### config.mk
export PLATFORM = sky130hd
export DESIGN_NAME = status_outputs
export DESIGN_NICKNAME = d
export VERILOG_FILES = /design/src/verilog/status_out_pkg.sv /design/src/verilog/pin_sync.sv /design/src/verilog/signed_mag.sv /design/src/verilog/status_outputs.sv
export SDC_FILE = /design/constraint.sdc
export NUM_CORES = 1
export LEC_CHECK = 0
export BUFFER_PORTS_ARGS = -buffer_cell sky130_fd_sc_hd__buf_2
export CAP_MARGIN = 15
export CORE_UTILIZATION = 25
export CTS_CLUSTER_DIAMETER = 120
export DETAILED_ROUTE_END_ITERATION = 10
export PLACE_DENSITY = 0.4
export SKIP_LAST_GASP = 1
export SLEW_MARGIN = 0
export SYNTH_ARGS = -nofsm -noshare
export SYNTH_HDL_FRONTEND = slang
export SYNTH_HIERARCHICAL = 1
export SYNTH_SLANG_ARGS = --single-unit
### constraint.sdc
create_clock -name hclk -period 38.6 [get_ports hclk]
set_clock_uncertainty 0.2 [all_clocks]
set_input_delay 3.86 -clock hclk [delete_from_list [all_inputs] [get_ports hclk]]
set_output_delay 3.86 -clock hclk [all_outputs]
set_load 0.02 [all_outputs]
### src/verilog/status_out_pkg.sv
// Purpose: Shared constants and types for the configurable status outputs.
// Assumes: 32-bit AHB-Lite register bus, one aligned word per register.
// Notes: Offsets are byte addresses; unused register bits read as zero.
package status_out_pkg;
	localparam logic [7:0] OFS_FUNC_SEL_1 = 8'h00;
	localparam logic [7:0] OFS_AUX_1 = 8'h04;
	localparam logic [7:0] OFS_FUNC_SEL_2 = 8'h08;
	localparam logic [7:0] OFS_AUX_2 = 8'h0C;
	localparam logic [7:0] OFS_MAX_SPEED = 8'h10;
	localparam logic [7:0] OFS_UNDERVOLT = 8'h14;
	localparam logic [7:0] OFS_CTRL = 8'h18;
	localparam logic [7:0] OFS_STATUS = 8'h1C;
	localparam int CTRL_SW_ENABLE = 0;
	localparam int CTRL_STYLE_LO = 1;
	localparam int CTRL_IO_EXP = 3;
	localparam int ST_LEVEL_LO = 0;
	localparam int ST_ENABLED = 2;
	localparam int ST_CHARGED = 3;
	localparam int ST_UNDERVOLT = 4;
	localparam int ST_NEXTINPOS = 5;
	localparam logic [5:0] RST_FUNC_SEL = 6'h00;
	localparam logic [31:0] RST_AUX = 32'h0000_0000;
	localparam logic [31:0] RST_MAX_SPEED = 32'h0000_0000;
	localparam logic [15:0] RST_UNDERVOLT = 16'h0000;
	localparam logic [31:0] BAND_DIVISOR = 32'h0000_0064;
	localparam logic [31:0] POS_INC_PER_TURN = 32'h0010_0000;

	typedef enum logic [1:0] {
		STYLE_TOGGLE_START = 2'b00,
		STYLE_PULSE = 2'b01,
		STYLE_TOGGLE_END = 2'b10
	} style_e;

	typedef enum logic [5:0] {
		FN_OFF = 6'b000000, FN_VEL_BELOW = 6'b000001, FN_VEL_ABOVE = 6'b000010,
		FN_CHARGING = 6'b000011, FN_REGEN = 6'b000100, FN_SW_LIMIT = 6'b000101,
		FN_POS_ABOVE = 6'b000110, FN_IN_POS = 6'b000111, FN_CUR_BELOW = 6'b001000,
		FN_CUR_ABOVE = 6'b001001, FN_FOLLOW_ERR = 6'b001010, FN_FOLDBACK = 6'b001011,
		FN_POSREG1 = 6'b001100, FN_POSREG2 = 6'b001101, FN_POSREG3 = 6'b001110,
		FN_POSREG4 = 6'b001111, FN_NEXT_INPOS = 6'b010000, FN_ERR_WARN = 6'b010001,
		FN_ERR = 6'b010010, FN_DC_ABOVE = 6'b010011, FN_DC_BELOW = 6'b010100,
		FN_ENABLED = 6'b010101, FN_ZERO_PULSE = 6'b010110, FN_EXP_CARD = 6'b010111,
		FN_HOMED = 6'b011000, FN_POSREG0 = 6'b011100, FN_POSREG5 = 6'b011101,
		FN_POSREG_ANY = 6'b011110, FN_AI1_BELOW = 6'b011111, FN_AI1_ABOVE = 6'b100000
	} func_e;
endpackage

### src/verilog/pin_sync.sv
// Purpose: Two-stage synchroniser for pin levels.
// Assumes: Inputs are asynchronous levels, not single short events.
// Notes: The first stage feeds only the second stage.
`timescale 1ns/10ps
module pin_sync #(
	parameter int WIDTH = 2
) (
	// Clock and reset
	input wire logic hclk,
	input wire logic hresetn,
	// Levels
	input wire logic [WIDTH-1:0] async_in,
	output logic [WIDTH-1:0] sync_out
);
	logic [WIDTH-1:0] meta_q;

	always_ff @(posedge hclk or negedge hresetn) begin
		if (!hresetn) begin
			meta_q <= '0;
			sync_out <= '0;
		end else begin
			meta_q <= async_in;
			sync_out <= meta_q;
		end
	end
endmodule // pin_sync

### src/verilog/signed_mag.sv
// Purpose: Magnitude of a signed 32-bit quantity.
// Assumes: Most negative input wraps naturally to 2^31 unsigned.
// Notes: Purely combinational.
`timescale 1ns/10ps
module signed_mag (
	// Value
	input wire logic signed [31:0] value,
	output logic [31:0] magnitude
);
	always_comb begin
		magnitude = value[31] ? 32'(-value) : 32'(value);
	end
endmodule // signed_mag

### src/verilog/status_outputs.sv
// Purpose: Two configurable logic status outputs of a servo drive with an AHB-Lite register file.
// Assumes: Measured quantities arrive from drive logic on hclk; pins are asynchronous.
// Notes: Zero-wait-state slave, response always OKAY, unmapped reads return zero.
//
// The AHB-Lite interface to the registers and the register addresses are this design's own decisions.
`timescale 1ns/10ps
module status_outputs (
	// Clock and reset
	input wire logic hclk,
	input wire logic hresetn,
	// AHB-Lite slave
	input wire logic hsel,
	input wire logic [31:0] haddr,
	input wire logic [1:0] htrans,
	input wire logic hwrite,
	input wire logic [2:0] hsize,
	input wire logic [31:0] hwdata,
	input wire logic hready,
	output logic [31:0] hrdata,
	output logic hreadyout,
	output logic hresp,
	// Pins
	input wire logic hw_enable_pin,
	input wire logic zero_mark_pin,
	// Measured quantities
	input wire logic signed [31:0] actual_velocity,
	input wire logic signed [31:0] rms_current_ma,
	input wire logic signed [31:0] shaft_position,
	input wire logic [15:0] dc_link_volts,
	input wire logic signed [15:0] analog_input_one_mv,
	// Drive state
	input wire logic link_charged,
	input wire logic regen_exceeded,
	input wire logic sw_limit_reached,
	input wire logic target_in_window,
	input wire logic sequence_active,
	input wire logic last_task,
	input wire logic following_error_exceeded,
	input wire logic foldback_reached,
	input wire logic [5:0] position_register,
	input wire logic error_present,
	input wire logic warning_present,
	input wire logic disabling_error,
	input wire logic reference_available,
	// Motion block events, one-cycle pulses
	input wire logic first_block_start,
	input wire logic block_start,
	input wire logic block_end,
	// Outputs
	output logic [1:0] logic_status_output,
	output logic drive_enabled
);
	////////////////////////////////////////////////////////////////////////////////
	typedef struct packed {
		logic [1:0][5:0] func_sel;
		logic [1:0][31:0] aux;
		logic [31:0] max_speed;
		logic [15:0] undervolt;
		logic sw_enable;
		logic [1:0] style;
		logic io_exp;
		logic [31:0] band;
		logic charge_done;
		logic nextinpos;
		logic [1:0] level;
		logic [1:0] vel_low;
		logic [1:0] vel_high;
		logic enabled;
		logic wr_pend;
		logic [7:0] wr_addr;
		logic [31:0] rdata;
	} state_s;

	state_s state_q;
	state_s state_d;
	logic [1:0] pins_sync;
	logic hw_enable;
	logic zero_mark;
	logic [31:0] vel_mag;
	logic [31:0] cur_mag;
	logic undervolt_now;
	logic enabled_now;
	logic [1:0] level_now;
	logic [1:0] vel_low_now;
	logic [1:0] vel_high_now;
	logic addr_phase;
	logic [31:0] read_word;

	pin_sync #(
		.WIDTH(2)
	) u_pin_sync (
		.hclk(hclk),
		.hresetn(hresetn),
		.async_in({zero_mark_pin, hw_enable_pin}),
		.sync_out(pins_sync)
	);

	assign hw_enable = pins_sync[0];
	assign zero_mark = pins_sync[1];

	signed_mag u_vel_mag (
		.value(actual_velocity),
		.magnitude(vel_mag)
	);

	signed_mag u_cur_mag (
		.value(rms_current_ma),
		.magnitude(cur_mag)
	);

	////////////////////////////////////////////////////////////////////////////////
	// Drive-wide indications shared by both outputs.
	assign undervolt_now = dc_link_volts < state_q.undervolt;
	assign enabled_now = hw_enable && state_q.sw_enable && !disabling_error
		&& state_q.charge_done && !undervolt_now;

	////////////////////////////////////////////////////////////////////////////////
	// Per-output function selection; each output has its own code and aux threshold, while band, style and io_exp are shared.
	for (genvar i = 0; i < 2; i++) begin : g_out
		logic signed [33:0] thr;
		logic signed [33:0] thr_band;
		logic signed [33:0] vel_x;
		logic signed [33:0] cur_x;
		logic signed [33:0] pos_x;
		logic signed [33:0] dc_x;
		logic signed [33:0] ai_x;

		assign thr = {{2{state_q.aux[i][31]}}, state_q.aux[i]};
		assign thr_band = thr + {2'b00, state_q.band};
		assign vel_x = {2'b00, vel_mag};
		assign cur_x = {2'b00, cur_mag};
		assign pos_x = {{2{shaft_position[31]}}, shaft_position};
		assign dc_x = {18'h0_0000, dc_link_volts};
		assign ai_x = {{18{analog_input_one_mv[15]}}, analog_input_one_mv};

		// Hysteresis keeps the velocity-below output from chattering near the threshold; velocity-above switches at the threshold alone.
		always_comb begin
			if (vel_x < thr) begin
				vel_low_now[i] = 1'b1;
			end else if (vel_x > thr_band) begin
				vel_low_now[i] = 1'b0;
			end else begin
				vel_low_now[i] = state_q.vel_low[i];
			end
			if (vel_x > thr) begin
				vel_high_now[i] = 1'b1;
			end else if (vel_x < thr_band) begin
				vel_high_now[i] = 1'b0;
			end else begin
				vel_high_now[i] = state_q.vel_high[i];
			end
		end

		always_comb begin
			case (state_q.func_sel[i])
				status_out_pkg::FN_VEL_BELOW:
					level_now[i] = vel_low_now[i];
				status_out_pkg::FN_VEL_ABOVE:
					level_now[i] = vel_high_now[i];
				status_out_pkg::FN_CHARGING:
					level_now[i] = !state_q.charge_done || undervolt_now;
				status_out_pkg::FN_REGEN:
					level_now[i] = regen_exceeded;
				status_out_pkg::FN_SW_LIMIT:
					level_now[i] = sw_limit_reached;
				status_out_pkg::FN_POS_ABOVE:
					level_now[i] = pos_x > thr;
				status_out_pkg::FN_IN_POS:
					level_now[i] = target_in_window && (!sequence_active || last_task);
				status_out_pkg::FN_CUR_BELOW:
					level_now[i] = cur_x < thr;
				status_out_pkg::FN_CUR_ABOVE:
					level_now[i] = cur_x > thr;
				status_out_pkg::FN_FOLLOW_ERR:
					level_now[i] = !following_error_exceeded;
				status_out_pkg::FN_FOLDBACK:
					level_now[i] = foldback_reached;
				status_out_pkg::FN_POSREG1:
					level_now[i] = position_register[1];
				status_out_pkg::FN_POSREG2:
					level_now[i] = position_register[2];
				status_out_pkg::FN_POSREG3:
					level_now[i] = position_register[3];
				status_out_pkg::FN_POSREG4:
					level_now[i] = position_register[4];
				status_out_pkg::FN_NEXT_INPOS:
					level_now[i] = state_q.nextinpos;
				status_out_pkg::FN_ERR_WARN:
					level_now[i] = error_present || warning_present;
				status_out_pkg::FN_ERR:
					level_now[i] = error_present;
				status_out_pkg::FN_DC_ABOVE:
					level_now[i] = dc_x > thr;
				status_out_pkg::FN_DC_BELOW:
					level_now[i] = dc_x < thr;
				status_out_pkg::FN_ENABLED:
					level_now[i] = enabled_now;
				status_out_pkg::FN_ZERO_PULSE:
					level_now[i] = zero_mark;
				status_out_pkg::FN_HOMED:
					level_now[i] = reference_available;
				status_out_pkg::FN_POSREG0:
					level_now[i] = state_q.io_exp && position_register[0];
				status_out_pkg::FN_POSREG5:
					level_now[i] = state_q.io_exp && position_register[5];
				status_out_pkg::FN_POSREG_ANY:
					level_now[i] = |position_register;
				status_out_pkg::FN_AI1_BELOW:
					level_now[i] = ai_x < thr;
				status_out_pkg::FN_AI1_ABOVE:
					level_now[i] = ai_x > thr;
				default:
					level_now[i] = 1'b0;
			endcase
		end
	end

	////////////////////////////////////////////////////////////////////////////////
	// Register read view.
	assign addr_phase = hsel && htrans[1] && hready;

	always_comb begin
		read_word = 32'h0000_0000;
		if (haddr[7:0] == status_out_pkg::OFS_FUNC_SEL_1) begin
			read_word[5:0] = state_q.func_sel[0];
		end else if (haddr[7:0] == status_out_pkg::OFS_AUX_1) begin
			read_word = state_q.aux[0];
		end else if (haddr[7:0] == status_out_pkg::OFS_FUNC_SEL_2) begin
			read_word[5:0] = state_q.func_sel[1];
		end else if (haddr[7:0] == status_out_pkg::OFS_AUX_2) begin
			read_word = state_q.aux[1];
		end else if (haddr[7:0] == status_out_pkg::OFS_MAX_SPEED) begin
			read_word = state_q.max_speed;
		end else if (haddr[7:0] == status_out_pkg::OFS_UNDERVOLT) begin
			read_word[15:0] = state_q.undervolt;
		end else if (haddr[7:0] == status_out_pkg::OFS_CTRL) begin
			read_word[status_out_pkg::CTRL_SW_ENABLE] = state_q.sw_enable;
			read_word[status_out_pkg::CTRL_STYLE_LO +: 2] = state_q.style;
			read_word[status_out_pkg::CTRL_IO_EXP] = state_q.io_exp;
		end else if (haddr[7:0] == status_out_pkg::OFS_STATUS) begin
			read_word[status_out_pkg::ST_LEVEL_LO +: 2] = state_q.level;
			read_word[status_out_pkg::ST_ENABLED] = state_q.enabled;
			read_word[status_out_pkg::ST_CHARGED] = state_q.charge_done;
			read_word[status_out_pkg::ST_UNDERVOLT] = undervolt_now;
			read_word[status_out_pkg::ST_NEXTINPOS] = state_q.nextinpos;
		end
		if (haddr[31:8] != 24'h00_0000) begin
			read_word = 32'h0000_0000;
		end
	end

	////////////////////////////////////////////////////////////////////////////////
	// Next state.
	always_comb begin
		state_d = state_q;
		state_d.level = level_now;
		state_d.vel_low = vel_low_now;
		state_d.vel_high = vel_high_now;
		state_d.enabled = enabled_now;
		// Division by a constant costs area but keeps the band exact to one percent.
		state_d.band = state_q.max_speed / status_out_pkg::BAND_DIVISOR;
		if (link_charged) begin
			state_d.charge_done = 1'b1;
		end
		// The first block wins over any other event in the same cycle.
		if (first_block_start) begin
			state_d.nextinpos = 1'b0;
		end else begin
			case (state_q.style)
				status_out_pkg::STYLE_TOGGLE_START: begin
					if (block_start) begin
						state_d.nextinpos = !state_q.nextinpos;
					end
				end
				status_out_pkg::STYLE_PULSE: begin
					if (block_end) begin
						state_d.nextinpos = 1'b1;
					end else if (block_start) begin
						state_d.nextinpos = 1'b0;
					end
				end
				status_out_pkg::STYLE_TOGGLE_END: begin
					if (block_end) begin
						state_d.nextinpos = !state_q.nextinpos;
					end
				end
				default: state_d.nextinpos = state_q.nextinpos;
			endcase
		end
		// Data phase of a write: the address was captured one cycle earlier.
		if (state_q.wr_pend) begin
			if (state_q.wr_addr == status_out_pkg::OFS_FUNC_SEL_1) begin
				state_d.func_sel[0] = hwdata[5:0];
			end else if (state_q.wr_addr == status_out_pkg::OFS_AUX_1) begin
				state_d.aux[0] = hwdata;
			end else if (state_q.wr_addr == status_out_pkg::OFS_FUNC_SEL_2) begin
				state_d.func_sel[1] = hwdata[5:0];
			end else if (state_q.wr_addr == status_out_pkg::OFS_AUX_2) begin
				state_d.aux[1] = hwdata;
			end else if (state_q.wr_addr == status_out_pkg::OFS_MAX_SPEED) begin
				state_d.max_speed = hwdata;
			end else if (state_q.wr_addr == status_out_pkg::OFS_UNDERVOLT) begin
				state_d.undervolt = hwdata[15:0];
			end else if (state_q.wr_addr == status_out_pkg::OFS_CTRL) begin
				state_d.sw_enable = hwdata[status_out_pkg::CTRL_SW_ENABLE];
				state_d.style = hwdata[status_out_pkg::CTRL_STYLE_LO +: 2];
				state_d.io_exp = hwdata[status_out_pkg::CTRL_IO_EXP];
			end
		end
		state_d.wr_pend = addr_phase && hwrite;
		state_d.wr_addr = (addr_phase && haddr[31:8] == 24'h00_0000) ? haddr[7:0] : 8'hFF;
		if (addr_phase && !hwrite) begin
			state_d.rdata = read_word;
		end
	end

	always_ff @(posedge hclk or negedge hresetn) begin
		if (!hresetn) begin
			state_q.func_sel <= {2{status_out_pkg::RST_FUNC_SEL}};
			state_q.aux <= {2{status_out_pkg::RST_AUX}};
			state_q.max_speed <= status_out_pkg::RST_MAX_SPEED;
			state_q.undervolt <= status_out_pkg::RST_UNDERVOLT;
			state_q.sw_enable <= 1'b0;
			state_q.style <= status_out_pkg::STYLE_TOGGLE_START;
			state_q.io_exp <= 1'b0;
			state_q.band <= 32'h0000_0000;
			state_q.charge_done <= 1'b0;
			state_q.nextinpos <= 1'b0;
			state_q.level <= 2'b00;
			state_q.vel_low <= 2'b00;
			state_q.vel_high <= 2'b00;
			state_q.enabled <= 1'b0;
			state_q.wr_pend <= 1'b0;
			state_q.wr_addr <= 8'hFF;
			state_q.rdata <= 32'h0000_0000;
		end else begin
			state_q <= state_d;
		end
	end

	////////////////////////////////////////////////////////////////////////////////
	// Outputs. Code changes are meant to happen with the drive disabled, so no glitch guard.
	assign logic_status_output = state_q.level;
	assign drive_enabled = state_q.enabled;
	assign hrdata = state_q.rdata;
	assign hreadyout = 1'b1;
	assign hresp = 1'b0;
endmodule // status_outputs

=== Yosys cells after proc, flatten, opt, wreduce, memory -nomap -nowiden ===
Index checks and enable logic that the tools add are counted.

* Register bits: 214
* Latch bits: 0
* Memory bits (writable): 0
* ROM bits: 0
* Word-level logic and storage cells: 199
* Memories kept: 0

* Add/subtract/negate cells: 4
* Multipliers: 0
* Div/mod/pow operators: 1
* Magnitude comparators: 23
* Equality and inequality tests: 74
* Shifts and indexed selects: 0
* Multiplexer cells: 33
* Bitwise logic cells: 6
* Reduce and logical (&&, ||, !) cells: 37

{| class="wikitable"
|+ Operators by type and width
! cell !! count
|-
| 32-bit 2-to-1 mux || 5
|-
| 6-bit by 5-bit == test with 1-bit output (second input constant) || 24
|-
| 33-bit by 32-bit > comparator with 1-bit output || 4
|-
| 33-bit by 32-bit < comparator with 1-bit output || 4
|-
| 6-bit by 4-bit == test with 1-bit output (second input constant) || 16
|-
| 32-bit by 33-bit adder with 34-bit output || 2
|-
| 33-bit by 34-bit > comparator with 1-bit output || 2
|-
| 33-bit by 34-bit < comparator with 1-bit output || 2
|-
| 16-bit by 32-bit > comparator with 1-bit output || 2
|-
| 17-bit by 32-bit > comparator with 1-bit output || 2
|-
| 32-bit > comparator || 2
|-
| 16-bit by 32-bit < comparator with 1-bit output || 2
|-
| 17-bit by 32-bit < comparator with 1-bit output || 2
|-
| 32-bit negator || 2
|-
| 8-bit by 5-bit == test with 1-bit output (second input constant) || 7
|-
| 1-bit case mux with 28 select lines || 2
|-
| 26-bit 2-to-1 mux || 2
|-
| 6-bit by 3-bit == test with 1-bit output (second input constant) || 8
|-
| 32-bit by 7-bit divider with 32-bit output (second input constant) || 1
|-
| 8-bit by 4-bit == test with 1-bit output (second input constant) || 4
|-
| 16-bit 2-to-1 mux || 2
|-
| 6-bit by 2-bit == test with 1-bit output (second input constant) || 4
|-
| 24-bit zero test || 1
|-
| 6-bit 2-to-1 mux || 4
|-
| other kinds (30) || 72
|}

=== Depth between registers and ports, before layout ===
Gate-level depths: netlist of the first run.

* Word-level depth: 10
* Depth in mapped cells: 66
* Depth with buffers taken out: 56

=== Cells and area by module ===
Netlist of the first run, hierarchy kept.

{| class="wikitable"
|+ Modules (own cells, without submodules)
! module !! times used !! cells an instance !! area each (um^2) !! sequential area each (um^2)
|-
| status_outputs || 1 || 3044 || 25973.7 || 5114.9
|-
| signed_mag || 2 || 96 || 691.9 || 0.0
|-
| pin_sync || 1 || 4 || 100.1 || 100.1
|}

=== Worst setup path after synthesis of the first run ===
No wires, ideal clock.

* Kind: reg-to-reg
* Start: register state_q[129] (netlist bit)
* End: register state_q[50] (netlist bit)
* Setup time: 134 ps
* Arrival time: 13975 ps
* Data required time: 38266 ps
* Path slack: 24291 ps
* Stages on the path, launching flop included: 59
* Period minus slack after synthesis: 14309 ps
* Cell sequence: dfrtp_1 buf_4 or2_1 o41a_1 a22o_4 o21bai_4 mux2i_1 nor3_1 o311a_1 a21oi_4 mux2i_1 o32a_1 o21bai_1 nand2b_1 a221oi_2 xnor2_2 nand3_1 a211oi_1 [... 23 more ...] o32ai_4 a21oi_1 a2111oi_4 mux2i_1 o221ai_1 a221o_1 a32oi_1 o21a_1 buf_4 nor2_4 o311ai_4 a31o_4 o221ai_2 a311oi_4 o21ai_2 maj3_2 o2111ai_1 a221oi_2

{| class="wikitable"
|+ RTL lines
! element !! line !! text
|-
| start: declaration || status_outputs.sv:74 || <nowiki>state_s state_q;</nowiki>
|-
| start signal: assignment || status_outputs.sv:337 || <nowiki>state_q <= state_d;</nowiki>
|}

==> qor.txt, run 1 <==
RSZ-0062 raised after global routing = false
Final Slew Violations = 0
area taken by multi-input logic gates = 0.0208 mm2
detailed placer's ending HPWL = 88100 um
CP max-delay cell = o311ai_1
FF+latch count, synth = 208
FP Rows = 121
Syn Area/Cell = 8.47 um2
Worst R2R Start = state_q[132]$_DFFE_PN0P_
crit path time final = 18.59 ns
Yosys Warn Count = 6
Initial Utilization = 0.252
DR vias/cell = 5.35
antenna violations before repair = 28
Main synth FF type = dfrtp_1
post-DR wirelength/cell = 22.5 um
Core Footprint = 0.109 mm2
largest net degree at the start of global routing = 91
clock latency on the worst-skew pair = 0.56 ns
drt drc = 0
cells resized by post-CTS repair = 0
post-synthesis cell count = 3240
Setup Fix Bufs, Post-CTS = 0
Synth Cell Area = 0.0275 mm2
Worst slew margin = 0.227
critical path arrival = 18.82 ns
Sink Count = 208
register area share after synthesis = 0.190
Period Utilization, post-route = 0.482
vias in the first global route = 25100
H-tree levels = 1
Achievable Freq = 0.0538 GHz
fillcell total = 11700
Unique masters post-synth = 131
Max VDD drop = 0.0000291 V
worst r2r path cells = 53
pwr/cell area = 21.9 mW/mm2
critical path class = register to register
die area = 0.111 mm2
Least-Margin Pin Slew = 1.16 ns
Hold Path Class = register to register
hold-fix buffers at CTS = 0
die height = 333 um
gr ovfl total = 0
number of DRC markers in iteration 0 = 1618
buffers from clock root to sink, at most = 3
pre-CTS setup slack = 20.43 ns
I/O pin count = 262
max-cap check violation count = 0
layout cell share with drive strength beyond 1 = 0.160
nets@finish = 4036
cts bufs inserted = 25
drt first pass iters = 5
Sequential Area = 0.00522 mm2
total global-route track usage = 0.190
worst r2r dst = state_q[50]$_DFF_PN0_
start point of the worst hold path = u_pin_sync/meta_q[1]$_DFF_PN0_
number of flops mapped to enable cells by yosys = 0
FFs w/ async S/R, synth = 1.00
RD Place Congestion = 0.874
first-pass GRT wire length = 163000 um
DR vias = 25800
final setup TNS = 0 ns
Syn Nets = 3892
CTS clk-pin slew, worst paths = 0.06 ns
Final Hold Fails = 0
Leak = 13.4 nW
status = completed
Port Buffers = 255
CP Capture Type = register
die width = 333 um
final WL = 109000 um
setup ws final = 20.01 ns
TritonCTS clock tree = yes
FF-to-FF setup slack = 20.01 ns
area grow syn2layout = 12.0%
Worst Hold Path EP = u_pin_sync/sync_out[1]$_DFF_PN0_
Largest stage delay, worst path = 0.88 ns
Setup-failing EPs final = 0
hold-critical path depth = 0
CP Data Required Time = 38.83 ns
crit-path max FO = 17
DRT antenna net count = 0
Startpoint Class = register
Root Buffer = clkbuf_16
[layout make-up]
cell class / instances / area share
Clock buffer: 35 / 0.0229
Clock inverter: 10 / 0.00403
Inverter: 184 / 0.0225
Sequential cell: 208 / 0.170
Multi-Input combinational cell: 2690 / 0.676
Tap cell: 1414 / 0.0575
Antenna cell: 4 / 0.000326
Timing Repair Buffer: 275 / 0.0467
[metal layers]
| layer | vias up | GRT usage | routed length, um |
|---|---|---|---|
| met2 | 464 | 0.311 | 49500 |
| met1 | 12600 | 0.262 | 51900 |
| met4 | 42 | 0.0356 | 1840 |
| li1 | 12600 | - | - |
| met3 | 117 | 0.0317 | 5160 |
| met5 | - | 0 | 251 |
[logic make-up (layout without fill, tap and decap cells)]
| kind of cell | count (synthesis) | count (layout) | share of synthesized area |
|---|---|---|---|
| adders and majority gates | 440 | 440 | 0.200 |
| xor gates and xnor gates | 158 | 158 | 0.0515 |
| DFF | 208 | 208 | 0.190 |
| muxes | 144 | 144 | 0.0594 |
| and+or+nand+nor | 916 | 916 | 0.183 |
| other | 2 | 6 | 0.000274 |
| AOI/OAI and AO/OA | 1030 | 1030 | 0.263 |
| buffers and inverters | 342 | 504 | 0.0537 |
[flip-flops by register name (all words and copies together), names as in the netlist]
signal / flops
state_q: 105
g_out.thr: 64
hrdata: 32
logic_status_output: 2
u_pin_sync/meta_q: 2
u_pin_sync/sync_out: 2
drive_enabled: 1
[metrics by stage]
stage / power (W) / hold WS [ns] / util / std cells / cell area [um2]
detailed placement: 0.000432 / 0.137 / 0.275 / 4771 / 29900
finish: 0.000673 / 0.148 / 0.282 / 4820 / 30800
global placement: 0.000431 / 0.135 / 0.275 / 4771 / 29900
global route: 0.000716 / 0.156 / 0.282 / 4820 / 30800
floorplan: 0.000354 / 0.131 / - / 3240 / 27500
CTS: 0.000684 / 0.150 / 0.282 / 4816 / 30700
[synthesized netlist by cell type, drive strengths merged (34+ instances only)]
cell type | count | area [um2]
nor2b | 76 | 475
buf | 71 | 458
inv | 182 | 683
o21ai | 223 | 1130
nand4 | 106 | 663
nand2b | 87 | 544
a211oi | 34 | 283
ha | 425 | 5320
a22o | 38 | 342
dfrtp | 200 | 5000
nor4 | 54 | 374
clkbuf | 87 | 327
nor3 | 65 | 340
mux2 | 122 | 1380
o21bai | 51 | 394
nand3 | 59 | 300
a21o | 95 | 713
a21oi | 235 | 1220
nand2 | 187 | 707
xnor2 | 150 | 1340
nor2 | 140 | 541
o21a | 34 | 255
[worst max path at each step]
stage / startpoint / to / slack (ns) / cells past startpoint
floorplan: state_q[129]$_DFFE_PN0P_ / state_q[50]$_DFF_PN0_ / 24.29 / 58
global placement: state_q[132]$_DFFE_PN0P_ / state_q[50]$_DFF_PN0_ / 20.16 / 53
detailed placement: state_q[132]$_DFFE_PN0P_ / state_q[50]$_DFF_PN0_ / 20.43 / 53
CTS: state_q[132]$_DFFE_PN0P_ / state_q[50]$_DFF_PN0_ / 20.33 / 54
global route: state_q[132]$_DFFE_PN0P_ / state_q[50]$_DFF_PN0_ / 18.35 / 53
finish: state_q[132]$_DFFE_PN0P_ / state_q[50]$_DFF_PN0_ / 20.01 / 53
[where the power goes]
group / switching (W) / internal, W / leakage, nW / total [W]
Sequential: 0.00000817 / 0.000224 / 2.47 / 0.000232
Combinational: 0.000115 / 0.0000802 / 10.5 / 0.000196
Clock: 0.000104 / 0.000141 / 0.397 / 0.000245
Total: 0.000228 / 0.000445 / 13.4 / 0.000673
[critical path: cells and delay by family, from the launching register on]
kind / cells / cell delay [ns]
AOI/OAI and AO/OA: 32 / 9.94
and+or+nand+nor: 11 / 3.28
xor gates and xnor gates: 3 / 2.42
muxes: 4 / 1.28
DFF: 1 / 0.70
adders and majority gates: 1 / 0.35
buffers and inverters: 2 / 0.26
[cell usage in the layout (no fill, tap or decap), drive strengths merged, types with 87 or more instances in the layout]
master | synthesis | routed
xnor2 | 150 | 150
nand4 | 106 | 106
dfrtp | 200 | 200
nand2 | 187 | 187
a21oi | 235 | 235
buf | 71 | 275
inv | 182 | 183
nand2b | 87 | 87
ha | 425 | 425
a21o | 95 | 95
o21ai | 223 | 223
nor2 | 140 | 140
mux2 | 122 | 122
Power figures use the tool's default switching activity.
==> inputs of run 2 (changes only) <==
Settings changed: PLACE_DENSITY 0.4 to 0.42.
Clock period 38.6 ns to 16.46 ns, I/O delays scaled along.
==> qor.txt, run 2 (synthesis results as in run 1) <==
FF-to-FF setup slack = 0.87 ns
max-cap check violation count = 0
Worst Hold Path EP = u_pin_sync/sync_out[0]$_DFF_PN0_
Max VDD drop = 0.0000810 V
Worst R2R Start = state_q[129]$_DFFE_PN0P_
CP Data Required Time = 16.73 ns
WP buf/inv = 6
TritonCTS clock tree = yes
vias in the first global route = 25600
critical path arrival = 15.86 ns
crit-path max FO = 12
largest net degree at the start of global routing = 105
layout cell share with drive strength beyond 1 = 0.204
worst r2r dst = state_q[51]$_DFF_PN0_
drt drc = 0
first-pass GRT wire length = 162000 um
die width = 333 um
post-DR wirelength/cell = 21.7 um
Hold Path Class = register to register
gr ovfl total = 0
Startpoint Class = register
DR vias/cell = 5.29
Largest stage delay, worst path = 0.59 ns
final total power = 0.00160 W
most frequent CP cell = buf_4
register bank with the most flops = state_q
CP max-delay cell = or4_4
RD Place Congestion = 0.873
DRT antenna net count = 0
Initial Utilization = 0.252
buffers from clock root to sink, at most = 3
Leak = 14.2 nW
pwr/cell area = 49.8 mW/mm2
clock latency on the worst-skew pair = 0.57 ns
hold-critical path depth = 0
status = completed
worst r2r path cells = 59
Final Hold Fails = 0
die height = 333 um
DR vias = 26300
DP Cell Count = 4921
drt first pass iters = 7
CTS clk-pin slew, worst paths = 0.06 ns
Period Utilization, post-route = 0.947
Root Buffer = clkbuf_16
detailed placer's ending HPWL = 88200 um
hold-fix buffers at CTS = 0
Final Slew Violations = 0
area grow syn2layout = 16.9%
Top Family by Delay on Critical Path = compound AO/OA/AOI/OAI gates
CP Capture Type = register
final WL = 108000 um
Core Footprint = 0.109 mm2
Least-Margin Pin Slew = 1.11 ns
fin cells = 4969
most frequent cells in the layout = ha_1 (425), buf_2 (254), a21oi_1 (224)
cts bufs inserted = 24
FP Rows = 121
number of DRC markers in iteration 0 = 1531
antenna violations before repair = 33
Achievable Freq = 0.0642 GHz
I/O pin count = 262
crit path time final = 15.59 ns
total global-route track usage = 0.189
start point of the worst hold path = u_pin_sync/meta_q[0]$_DFF_PN0_
critical path class = register to register
Worst slew margin = 0.257
die area = 0.111 mm2
nets@finish = 4186
Setup-failing EPs final = 0
Sink Count = 208
Port Buffers = 255
number of flip-flops in the largest register = 105
leading cell type in the layout, fill and taps excluded = ha_1
H-tree levels = 1
## run 2: cell types whose count changed in the layout (fill, tap and decap cells not counted), moves of 3 or more
cell	before	now
dfrtp_2	0	6
clkinv_4	4	0
buf_4	20	170
xnor2_2	4	7
dfrtp_1	200	194
xnor2_1	146	143
## run 2: worst max-delay path by stage
stage,from,to,slack (ns),cells past startpoint
2_1_floorplan,state_q[129]$_DFFE_PN0P_,state_q[50]$_DFF_PN0_,2.15,58
3_3_place_gp,state_q[131]$_DFFE_PN0P_,state_q[50]$_DFF_PN0_,0.40,58
3_5_place_dp,state_q[131]$_DFFE_PN0P_,state_q[50]$_DFF_PN0_,0.43,57
4_1_cts,state_q[131]$_DFFE_PN0P_,state_q[50]$_DFF_PN0_,0.29,57
5_1_grt,state_q[132]$_DFFE_PN0P_,state_q[51]$_DFF_PN0_,-0.06,61
6_report,state_q[129]$_DFFE_PN0P_,state_q[51]$_DFF_PN0_,0.87,59
## run 2: timing repair
action | 4_1_cts | 5_1_grt
gates resized for setup | 0 | 35
endpoints found under the setup margin | 0 | 3
buffers inserted | 0 | 1
## run 2: layout make-up
| class | count | area [um2] |
|---|---|---|
| multi-input cells | 2690 | 21000 |
| clock buffers | 33 | 696 |
| inverters | 184 | 691 |
| flip-flops and latches | 208 | 5220 |
| clock inverters | 10 | 161 |
| fillers | 11700 | 76800 |
| repair buffers | 426 | 2580 |
| diodes | 4 | 10.0 |
| well taps | 1414 | 1770 |
## run 2: per-stage QoR
| stage | setup WS [ns] | setup TNS, ns | utilization | hold WS (ns) | cell area [um2] |
|---|---|---|---|---|---|
| after floorplan | 2.15 | 0 | - | 0.131 | 27500 |
| after global placement | 0.396 | 0 | 0.285 | 0.134 | 31100 |
| after detailed placement | 0.434 | 0 | 0.285 | 0.136 | 31100 |
| after CTS | 0.291 | 0 | 0.293 | 0.149 | 31900 |
| after global routing | -0.0557 | -0.0708 | 0.295 | 0.154 | 32100 |
| final | 0.872 | 0 | 0.295 | 0.148 | 32100 |
## run 2: power by group
part           switching [W]  internal (W)
logic               0.000267      0.000188
registers          0.0000192      0.000524
clock network       0.000241      0.000358
total               0.000527       0.00107
## run 2: layer usage
layer / global-route usage / routed length (um)
met4: 0.0457 / 2480
met3: 0.0367 / 6060
met5: 0 / 297
met1: 0.255 / 50300
met2: 0.307 / 48900
